--- src/inc/stx_pkg.sv ---
// Package for the serial transmit clock and output-enable block.
// Assumes a single system clock; all slower rates are enable pulses.
package stx_pkg;
  // Character width and bit-slot timing
  localparam int          CHAR_BITS   = 10;        // Bits per transmission character
  localparam int          BIT_CNT_W   = 4;         // Width of the bit-slot counter
  localparam logic [3:0]  LAST_SLOT   = 4'h9;      // Final bit slot of a character
  localparam logic [3:0]  READ_SLOT   = 4'h5;      // Slot where the read strobe goes high
  // Sync character, running-disparity-negative form of K28.5
  localparam logic [9:0]  SYNC_CHAR   = 10'h0fa;   // Sent when no data is enabled
  localparam logic [9:0]  RESET_CHAR  = 10'h000;   // Shifter contents out of reset
  // Transmitter-off source selections
  typedef enum logic [1:0] {
    OFF_SRC_NONE,                                  // No jumper: pairs one, two disabled
    OFF_SRC_LINK,                                  // Connector link-control signal
    OFF_SRC_SWITCH                                 // Switch or its mirrored connector pin
  } stx_offsrc_type;
  // One differential serial pair
  typedef struct packed {
    logic pos;                                     // True leg
    logic neg;                                     // Complement leg
  } stx_pair_type;
  // Load enables sampled each character period (both active low)
  typedef struct packed {
    logic immLoadN;                                // Immediate load enable
    logic nextLoadN;                               // Next-cycle load enable
  } stx_enables_type;
endpackage : stx_pkg

--- src/rtl/stx_char_reg.sv ---
// Ten-bit character holding register with synchronous load.
// Assumes the caller qualifies the load with its own character strobe.
`timescale 1ns/1ps
`default_nettype none
module stx_char_reg #(
  parameter int WIDTH = 10                         // Character width
) (
  input  wire logic             clock,             // System clock
  input  wire logic             rst_n,             // Synchronous reset, active low
  input  wire logic             load,              // Capture strobe
  input  wire logic [WIDTH-1:0] dataIn,            // Word to capture
  output logic      [WIDTH-1:0] dataOut            // Registered word
);
  // Holding register, cleared on reset
  always_ff @(posedge clock) begin
    if (!rst_n) begin
      dataOut <= '0;
    end else if (load) begin
      dataOut <= dataIn;
    end
  end
endmodule : stx_char_reg
`default_nettype wire

--- src/rtl/stx_tx_ctrl.sv ---
// Transmit control: load clock selection, character shifter, read strobe,
// serial pair gating and receiver input select.
// Assumes every input is synchronous to clock; the load clock is an enable.
//
// Summary of operation
// - All work on system clock rising edge
// - Shifter and read strobe derive from load clock
// - Load clock from oscillator or external input
// - Read strobe phased for data at next edge
// - Read strobe only when immediate enable low
// - Three pairs carry identical shifter stream while on
// - Transmitter off forces pairs one, two to zero
// - Transmitter on lets pairs one, two follow
// - Loopback pair always follows shifter
// - Transmitter off from one configured source
// - No source selected disables pairs one, two
// - Receiver uses exactly one input pair
// - Select high line pair, low loopback
// - Load data or send sync per enables
`timescale 1ns/1ps
`default_nettype none
module stx_tx_ctrl
  import stx_pkg::*;
#(
  parameter int CHAR_W = CHAR_BITS                 // Character width
) (
  input  wire logic            clock,              // System clock, bit rate
  input  wire logic            rst_n,              // Synchronous reset, active low
  input  wire logic            oscTick,            // On-board oscillator load tick
  input  wire logic            extTxClockIn,       // External transmit clock tick
  input  wire logic            useExtClock,        // Static clock-source choice
  input  wire stx_enables_type loadEnables,        // Active-low load enables
  input  wire logic [CHAR_W-1:0] txData,           // Parallel character bus
  input  wire stx_offsrc_type  offSource,          // Transmitter-off source jumper
  input  wire logic            linkControl,        // Connector link-control level
  input  wire logic            switchTxDisable,    // Switch/mirrored disable level
  input  wire logic            rxInputSelect,      // High: line pair, low: loopback
  input  wire stx_pair_type    rxLineInputPair,    // Receiver line input pair
  input  wire stx_pair_type    rxAlternateInputPair, // Receiver loopback input
  output stx_pair_type         firstSerialPair,    // Gated output pair one
  output stx_pair_type         secondSerialPair,   // Gated output pair two
  output stx_pair_type         loopbackSerialPair, // Ungated loopback pair
  output logic                 fifoReadPulseN,     // FIFO read strobe, active low
  output logic                 rxSerialBit,        // Selected receiver serial bit
  output logic                 charLoadTick,       // Character boundary marker
  output logic                 transmitterOff_q    // Effective off state
);

  // Bit-slot counter and state
  logic [BIT_CNT_W-1:0] slot_q;                    // Current bit slot
  logic [CHAR_W-1:0]    shift_q;                   // Serial shifter
  logic [CHAR_W-1:0]    heldChar;                  // Character from holding register
  logic [CHAR_W-1:0]    charSel_d;                 // Character chosen for next load
  logic                 nextLoad_q;                // Earlier next-cycle enable was low
  logic                 loadEdge;                  // Selected load clock tick
  logic                 offLevel;                  // Resolved transmitter-off level
  logic                 serialBit;                 // Bit leaving the shifter

  // The load tick is the one clock source picked by a static setting;
  // mixing both would double the character rate.
  assign loadEdge = useExtClock ? extTxClockIn : oscTick;

  // Slot counter restarts on every load tick, so one character per period
  always_ff @(posedge clock) begin
    if (!rst_n) begin
      slot_q <= '0;
    end else if (loadEdge) begin
      slot_q <= '0;
    end else if (slot_q != LAST_SLOT) begin
      slot_q <= slot_q + 4'h1;
    end
  end

  // Choose data or sync for this load edge
  always_comb begin
    charSel_d = SYNC_CHAR;
    if (!loadEnables.immLoadN || nextLoad_q) begin
      charSel_d = txData;
    end
  end

  // Next-cycle enable remembered until the following load edge
  always_ff @(posedge clock) begin
    if (!rst_n) begin
      nextLoad_q <= 1'b0;
    end else if (loadEdge) begin
      nextLoad_q <= !loadEnables.nextLoadN;
    end
  end

  // Holding register samples the bus only on the load edge
  stx_char_reg #(
    .WIDTH   (CHAR_W)
  ) uCharReg (
    .clock   (clock),
    .rst_n   (rst_n),
    .load    (loadEdge),
    .dataIn  (charSel_d),
    .dataOut (heldChar)
  );

  // Shifter reloads one slot after the edge, then shifts LSB first
  always_ff @(posedge clock) begin
    if (!rst_n) begin
      shift_q <= RESET_CHAR;
    end else if (slot_q == '0) begin
      shift_q <= heldChar;
    end else begin
      shift_q <= {1'b0, shift_q[CHAR_W-1:1]};
    end
  end
  assign serialBit = shift_q[0];

  // Read strobe low for the first six cycles of the period, only when the
  // immediate enable is low, so the FIFO word settles before the next edge.
  always_ff @(posedge clock) begin
    if (!rst_n) begin
      fifoReadPulseN <= 1'b1;
    end else if (loadEdge) begin
      fifoReadPulseN <= loadEnables.immLoadN;
    end else if (slot_q == READ_SLOT) begin
      fifoReadPulseN <= 1'b1;
    end
  end

  // Resolve the off control from exactly one jumper source
  always_comb begin
    unique case (offSource)
      OFF_SRC_LINK:   offLevel = linkControl;
      OFF_SRC_SWITCH: offLevel = switchTxDisable;
      default:        offLevel = 1'b1;
    endcase
  end

  // Registered off state
  always_ff @(posedge clock) begin
    if (!rst_n) begin
      transmitterOff_q <= 1'b1;
    end else begin
      transmitterOff_q <= offLevel;
    end
  end

  // Differential form of one bit; a zero is true leg low, complement high
  function automatic stx_pair_type pairOf(input logic bitVal);
    return '{pos: bitVal, neg: !bitVal};
  endfunction : pairOf

  // Output pairs; gated pairs hold a static zero while off
  always_ff @(posedge clock) begin
    if (!rst_n) begin
      firstSerialPair    <= pairOf(1'b0);
      secondSerialPair   <= pairOf(1'b0);
      loopbackSerialPair <= pairOf(1'b0);
    end else begin
      loopbackSerialPair <= pairOf(serialBit);
      if (offLevel) begin
        firstSerialPair  <= pairOf(1'b0);
        secondSerialPair <= pairOf(1'b0);
      end else begin
        firstSerialPair  <= pairOf(serialBit);
        secondSerialPair <= pairOf(serialBit);
      end
    end
  end

  // Receiver input mux: one pair only
  always_ff @(posedge clock) begin
    if (!rst_n) begin
      rxSerialBit <= 1'b0;
    end else if (rxInputSelect) begin
      rxSerialBit <= rxLineInputPair.pos;
    end else begin
      rxSerialBit <= rxAlternateInputPair.pos;
    end
  end

  // Boundary marker for observers
  always_ff @(posedge clock) begin
    if (!rst_n) begin
      charLoadTick <= 1'b0;
    end else begin
      charLoadTick <= loadEdge;
    end
  end

  // Read strobe follows the immediate enable at the load edge
  a_read_pulse_en: assert property (@(posedge clock) disable iff (!rst_n)
    loadEdge |=> (fifoReadPulseN == $past(loadEnables.immLoadN)))
    else $error("read strobe does not match immediate enable");

  // Strobe may only fall right after a load edge with the immediate enable low
  a_read_pulse_cause: assert property (@(posedge clock) disable iff (!rst_n)
    $fell(fifoReadPulseN) |-> $past(loadEdge && !loadEnables.immLoadN))
    else $error("read strobe without immediate enable");

  // Strobe stays low for six cycles, rising at the read slot
  a_read_pulse_width: assert property (@(posedge clock) disable iff (!rst_n)
    $fell(fifoReadPulseN) |-> !fifoReadPulseN [*6] ##1 fifoReadPulseN)
    else $error("read strobe width wrong");

  // Off forces first pair to zero
  a_off_forces_zero: assert property (@(posedge clock) disable iff (!rst_n)
    offLevel |=> (!firstSerialPair.pos && firstSerialPair.neg && !secondSerialPair.pos))
    else $error("gated pair not zero while off");

  // On lets pair one follow the shifter
  a_on_follows: assert property (@(posedge clock) disable iff (!rst_n)
    !offLevel |=> (firstSerialPair.pos == $past(serialBit)))
    else $error("gated pair not following shifter");

  // Loopback pair always follows
  a_loop_follows: assert property (@(posedge clock) disable iff (!rst_n)
    1'b1 |=> (loopbackSerialPair.pos == $past(serialBit)
              && loopbackSerialPair.neg != loopbackSerialPair.pos))
    else $error("loopback pair not following shifter");

  // Pairs carry identical stream when on
  a_pairs_equal: assert property (@(posedge clock) disable iff (!rst_n)
    $past(!offLevel) |-> (firstSerialPair == loopbackSerialPair
                          && secondSerialPair == loopbackSerialPair))
    else $error("serial pairs differ");

  // No source means disabled
  a_no_source_off: assert property (@(posedge clock) disable iff (!rst_n)
    (offSource == OFF_SRC_NONE) |=> transmitterOff_q)
    else $error("outputs enabled with no source");

  // Sync sent when immediate enable high and no pending next load
  a_sync_char: assert property (@(posedge clock) disable iff (!rst_n)
    (loadEdge && loadEnables.immLoadN && !nextLoad_q) |=> (heldChar == SYNC_CHAR))
    else $error("sync character not loaded");

  // Shifter reload one slot after each edge
  a_char_reload: assert property (@(posedge clock) disable iff (!rst_n)
    loadEdge ##1 1'b1 |=> (shift_q == $past(heldChar)))
    else $error("shifter not reloaded");

  // Receiver select
  a_rx_select: assert property (@(posedge clock) disable iff (!rst_n)
    !rxInputSelect |=> (rxSerialBit == $past(rxAlternateInputPair.pos)))
    else $error("receiver not on loopback input");

endmodule : stx_tx_ctrl
`default_nettype wire

--- config.mk ---
export PLATFORM = sky130hd
export DESIGN_NAME = stx_tx_ctrl
export DESIGN_NICKNAME = d
export VERILOG_FILES = /design/src/inc/stx_pkg.sv /design/src/rtl/stx_char_reg.sv /design/src/rtl/stx_tx_ctrl.sv
export SDC_FILE = /design/constraint.sdc
export NUM_CORES = 1
export LEC_CHECK = 0
export ABC_AREA = 0
export ABC_CLOCK_PERIOD_IN_PS = 1900
export BUFFER_PORTS_ARGS = -buffer_cell sky130_fd_sc_hd__buf_2
export CORE_MARGIN = 2
export CORE_UTILIZATION = 54
export CTS_CLUSTER_SIZE = 14
export DETAILED_ROUTE_END_ITERATION = 8
export GPL_ROUTABILITY_DRIVEN = 0
export HOLD_SLACK_MARGIN = 0.08
export PLACE_DENSITY_LB_ADDON = 0.15
export RECOVER_POWER = 25
export SYNTH_ARGS = -nofsm -noshare
export SYNTH_HDL_FRONTEND = slang
export SYNTH_HIERARCHICAL = 1
export SYNTH_SLANG_ARGS = --single-unit
export TNS_END_PERCENT = 1
--- constraint.sdc ---
create_clock -name clock -period 1.9 [get_ports clock]
set_input_delay 0.095 -clock clock [delete_from_list [all_inputs] [get_ports clock]]
set_output_delay 0.095 -clock clock [all_outputs]
set_load 0.05 [all_outputs]
[Word-level counts from Yosys, hierarchy flattened]
Index checks and enable logic that the tools add are counted.
Operators by class
  reductions and logical operators: 9
  equal/unequal tests: 4
  $add $sub $neg: 1
  bitwise gates (word level): 1
  multipliers: 0
  multiplexer cells: 7
  shifts and indexed selects: 0
  order comparisons: 0
  divide/modulo/power cells: 0
Operator list (number)
  two-way mux 10 bit: 1
  two-way mux 9 bit: 1
  adder 4 x 1 -> 4 bit, second input constant: 1
  == test 4 x 3 -> 1 bit, second input constant: 1
  zero test 4 bit: 1
  two-way mux 1 bit: 4
  inequality test 4 bit, second input constant: 1
  OR reduction 2 bit: 2
  zero test 1 bit: 3
  == test 2 x 1 -> 1 bit, second input constant: 1
  == test 2 bit, second input constant: 1
  case mux 1 bit (2 select lines): 1
  AND reduction 2 bit: 1
  nonzero test 2 bit: 1
  logical OR 1 bit: 1
  inverter 1 bit: 1
Word-level totals
  memory bits (writable): 0
  output and inout bits: 10
  word-level logic and storage cells: 35
  latch bits: 0
  ROM bits: 0
  register bits: 33
  input bits: 26
  memories: 0

[Logic depth before layout (Yosys ltp)]
  depth after elaboration: 3
  depth in mapped cells: 6
  depth with buffers taken out: 5

[By module]
The synthesis kept the hierarchy.
Modules (own cells, without submodules)
  stx_tx_ctrl: cells an instance 99, instances 1, area an instance 972.2 µm², sequential area each 460.4 µm²
  stx_char_reg: cells an instance 31, instances 1, area an instance 374.1 µm², sequential area each 200.2 µm²

[Worst setup path after synthesis]
Ideal clock, no wire load.
  path type: flip-flop to flip-flop
  start point: reg slot_q[0]
  end point: reg shift_q[0]
  stages on the path, launching flop included: 7
  data required time: 1.772 ns
  path slack: 0.672 ns
  arrival: 1.101 ns
  clock period less this slack: 1.228 ns
  setup time: 0.128 ns
  buffers on the path: 1
  cell sequence: dfxtp_1 > inv_1 > ha_1 > nor3b_2 > buf_4 > mux2i_1 > nor2_1
On the way
  cells in the longest elaborated chain, start to end: 2
Ends and longest elaborated chain
  start, declared: line stx_tx_ctrl.sv:50  | logic [BIT_CNT_W-1:0] slot_q;
  start signal, assigned: line stx_tx_ctrl.sv:70  | slot_q <= slot_q + 4'h1;
  zero test 4 bit: line stx_tx_ctrl.sv:106  | end else if (slot_q == '0) begin
  two-way mux 9 bit: line stx_tx_ctrl.sv:106
  end signal, assigned: line stx_tx_ctrl.sv:107  | shift_q <= heldChar;
  end signal, assigned: line stx_tx_ctrl.sv:109  | shift_q <= {1'b0, shift_q[CHAR_W-1:1]};
  end, declared: line stx_tx_ctrl.sv:51  | logic [CHAR_W-1:0] shift_q;
No other way between the ends.
A chain may end at the register's enable or synchronous reset.

[Final worst setup path]
  start point: reg slot_q[1]
  end point: reg shift_q[4]
The elaborated chain is that of the path after synthesis.

==> flow_summary_export.csv <==
group,metric,value,unit
yosys,synth_top_family_by_area,"simple AND/OR/NAND/NOR gates",
place,pre_cts_ws,0.101,ns
floorplan,core,2410,um2
job,maxCapViolations,0,
cts,clkTransAtPathRegs,0.10,ns
finish,final_area,1650,um2
finish,drive_gt1_share,23.8,%
finish,diodes,0,
worst_setup_path,timing.rr.start,"slot_q[1]$_SDFFE_PP0P_",
timing,tns,0,ns
timing,slew-limit-headroom,51.6,%
hold_path,min_from,"rst_n",
timing,max_freq,639,MHz
floorplan,rows,18,
power_and_ir_drop,vdd_ir_drop_max,0.000635,V
power_and_ir_drop,p_per_area,904,nW/um2
yosys,synth_compound_area_share,2.23,%
routing,dr.pass1.iters,4,
yosys,synth_nets,161,
timing,fin_skew,0.00590,ns
yosys,synthSimpleGateAreaFrac,21.0,%
grt,overflow,0,
timing,fin_ws,0.335,ns
timing,slew_viol_final,0,
worst_setup_path,r2r_cells,5,
yosys,synth_warnings,6,
yosys,synth_flop_cell,"dfxtp_1",
worst_setup_path,path_max_fanout,10,
yosys,synth_edf_count,0,
yosys,synth-adder-area-share,4.65,%
floorplan,die_area,2910,um2
grt,grt_pass1_vias,927,
finish,nFillCells,199,
timing,setup_viol,0,
cts,cts_inserted_buffers,5,
cts,cts_tree,"built",
place,placed_cell_area,1510,um2
worst_setup_path,worstPathRequired,2.12,ns
yosys,async_flop_share,0,%
yosys,synthMuxAreaShare,16.7,%
yosys,yosysSeqAreaShare,49.1,%
floorplan,die_w,53.9,um
grt,grt_pass1_wl,4.01,mm
routing,vias,990,
grt,antenna_found_initial,0,
cts,insertion_delay,0.33,ns
worst_setup_path,crit_type,"flip-flop to flip-flop",
power_and_ir_drop,p_leak,0.790,nW
yosys,ys_ff_latch,33,
cts,cts.sinks,33,
power_and_ir_drop,total_power,1.49,mW
floorplan,die_y,53.9,um
finish,final_cell_count_no_fill,202,
yosys,avgSynthCellArea,10.4,um2
finish,multi_input_area,618,um2
timing,rsz0062_at_grt,"false",
place,port_buffers,33,
finish,layout_common_cells,"33 x dfxtp_1, 30 x buf_2, 21 x mux2i_1",
cts,h-tree-depth,2,
worst_setup_path,worst_setup_path_start_kind,"flip-flop",
routing,wl,2.44,mm
timing,hold_viol_final,0,
yosys,synth_xor_area_share,1.30,%
hold_path,whs_path_depth,2,
yosys,synthCells,130,
yosys,synth_cell_type_count,26,
grt,grt_max_degree,17,
outcome,outcome,"finished, final reports clean",
hold_path,hold_end,"loopbackSerialPair[0]$_SDFF_PN1_",
cts,cts.path.max_buffers,2,
floorplan,initial_core_util,55.9,%
hold_path,hp-class,"input port to flip-flop",
worst_setup_path,endpoint_kind,"flip-flop",
floorplan,ioPinCount,36,
routing,drt-wirelength-per-cell,12.1,um
routing,viasPerCell,4.90,
timing,tightest_slew,0.727,ns
timing,period_needed,1.56,ns
finish,ff_latch_area,661,um2
grt,grt_use_total,20.2,%
timing,fin_crit_sh,82.3,%
routing,drc,0,
finish,layout_commonest_cell,"dfxtp_1",
timing,fin_hold_ws,0.109,ns
place,place_hpwl,1.65,mm
worst_setup_path,r2r_setup_slack,0.34,ns
yosys,synth.cell_area,1350,um2
routing,ant_nets,0,
worst_setup_path,reg2reg_to,"shift_q[4]$_SDFF_PN0_",
worst_setup_path,arrival,1.78,ns
routing,drt-initial-drc-count,17,
finish,area_growth,22.8,%
cts,root_buffer,"clkbuf_4",
place,place_inst,188,
finish,final_util,68.6,%
cts,postCtsSetupRepairBufs,0,
finish,final_nets,202,
[logic make-up (layout without fill, tap and decap cells)]
| kind of cell | count (synthesis) | count (layout) |
|---|---|---|
| simple gates | 51 | 51 |
| flops | 33 | 33 |
| mux | 22 | 22 |
| buf+inv | 13 | 55 |
| fa+ha+maj | 5 | 5 |
| compound gates | 4 | 4 |
| xor+xnor | 2 | 2 |
[report_power, final]
part / total [mW] / internal (mW) / switching (mW)
clock network: 0.541 / 0.314 / 0.227
registers: 0.749 / 0.732 / 0.0176
logic: 0.204 / 0.0940 / 0.110
[registers in the layout, indices dropped and copies added (netlist names)]
name	flops
shift_q	10
secondSerialPair	2
loopbackSerialPair	2
slot_q	4
fifoReadPulseN	1
rxSerialBit	1
transmitterOff_q	1
nextLoad_q	1
uCharReg/dataOut	10
charLoadTick	1
[cell usage after synthesis (all sizes together) (2+ instances only)]
| master | count | area [um2] |
|---|---|---|
| dfxtp | 33 | 661 |
| mux2i | 21 | 210 |
| nor2 | 15 | 56.3 |
| nor2b | 10 | 62.6 |
| inv | 8 | 30.0 |
| nand2b | 8 | 50.1 |
| and2 | 5 | 32.5 |
| ha | 5 | 62.6 |
| nand2 | 5 | 18.8 |
| buf | 4 | 33.8 |
| nand3b | 2 | 15.0 |
| or2 | 2 | 15.0 |
| xnor2 | 2 | 17.5 |
[critical path, stage by stage, from the launching register on]
cell	delay [ns]
dfxtp_1	0.35
inv_1	0.09
ha_1	0.14
nor3b_4	0.55
mux2i_1	0.27
nor2_1	0.05
[worst max-delay path by stage]
stage	startpoint	endpoint	slack (ns)
3_3_place_gp	slot_q[0]$_SDFFE_PP0P_	shift_q[8]$_SDFF_PN0_	0.14
4_1_cts	slot_q[1]$_SDFFE_PP0P_	shift_q[3]$_SDFF_PN0_	0.1
3_5_place_dp	slot_q[0]$_SDFFE_PP0P_	shift_q[3]$_SDFF_PN0_	0.10
6_report	slot_q[1]$_SDFFE_PP0P_	shift_q[4]$_SDFF_PN0_	0.34
5_1_grt	slot_q[0]$_SDFFE_PP0P_	shift_q[5]$_SDFF_PN0_	0.22
2_1_floorplan	slot_q[0]$_SDFFE_PP0P_	shift_q[0]$_SDFF_PN0_	0.67
[routing by layer]
layer / up-vias / global-route usage [%] / wire, um / share of wire (%)
met5: - / 0 / 0 / 0
met4: 0 / 7.69 / 40 / 1.6
met3: 5 / 7.50 / 138 / 5.6
met2: 28 / 35.4 / 1230 / 50
met1: 454 / 22.1 / 1040 / 42
li1: 503 / - / - / -
[layout make-up]
class	count	share of cell area, %
clock inverter	1	1.82
timing repair buffer	39	13.4
inverter	8	1.82
sequential	33	40.0
multi-input combinational	84	37.4
tap	30	2.27
clock buffer	7	3.33
[what timing repair did]
item                                    in CTS  in global routing
hold buffers                                 6                  0
hold endpoints to repair                     4                  0
resized for setup                            0                  1
endpoints found under the setup margin       0                  3
No activity file was read; power rests on OpenSTA's default activity.
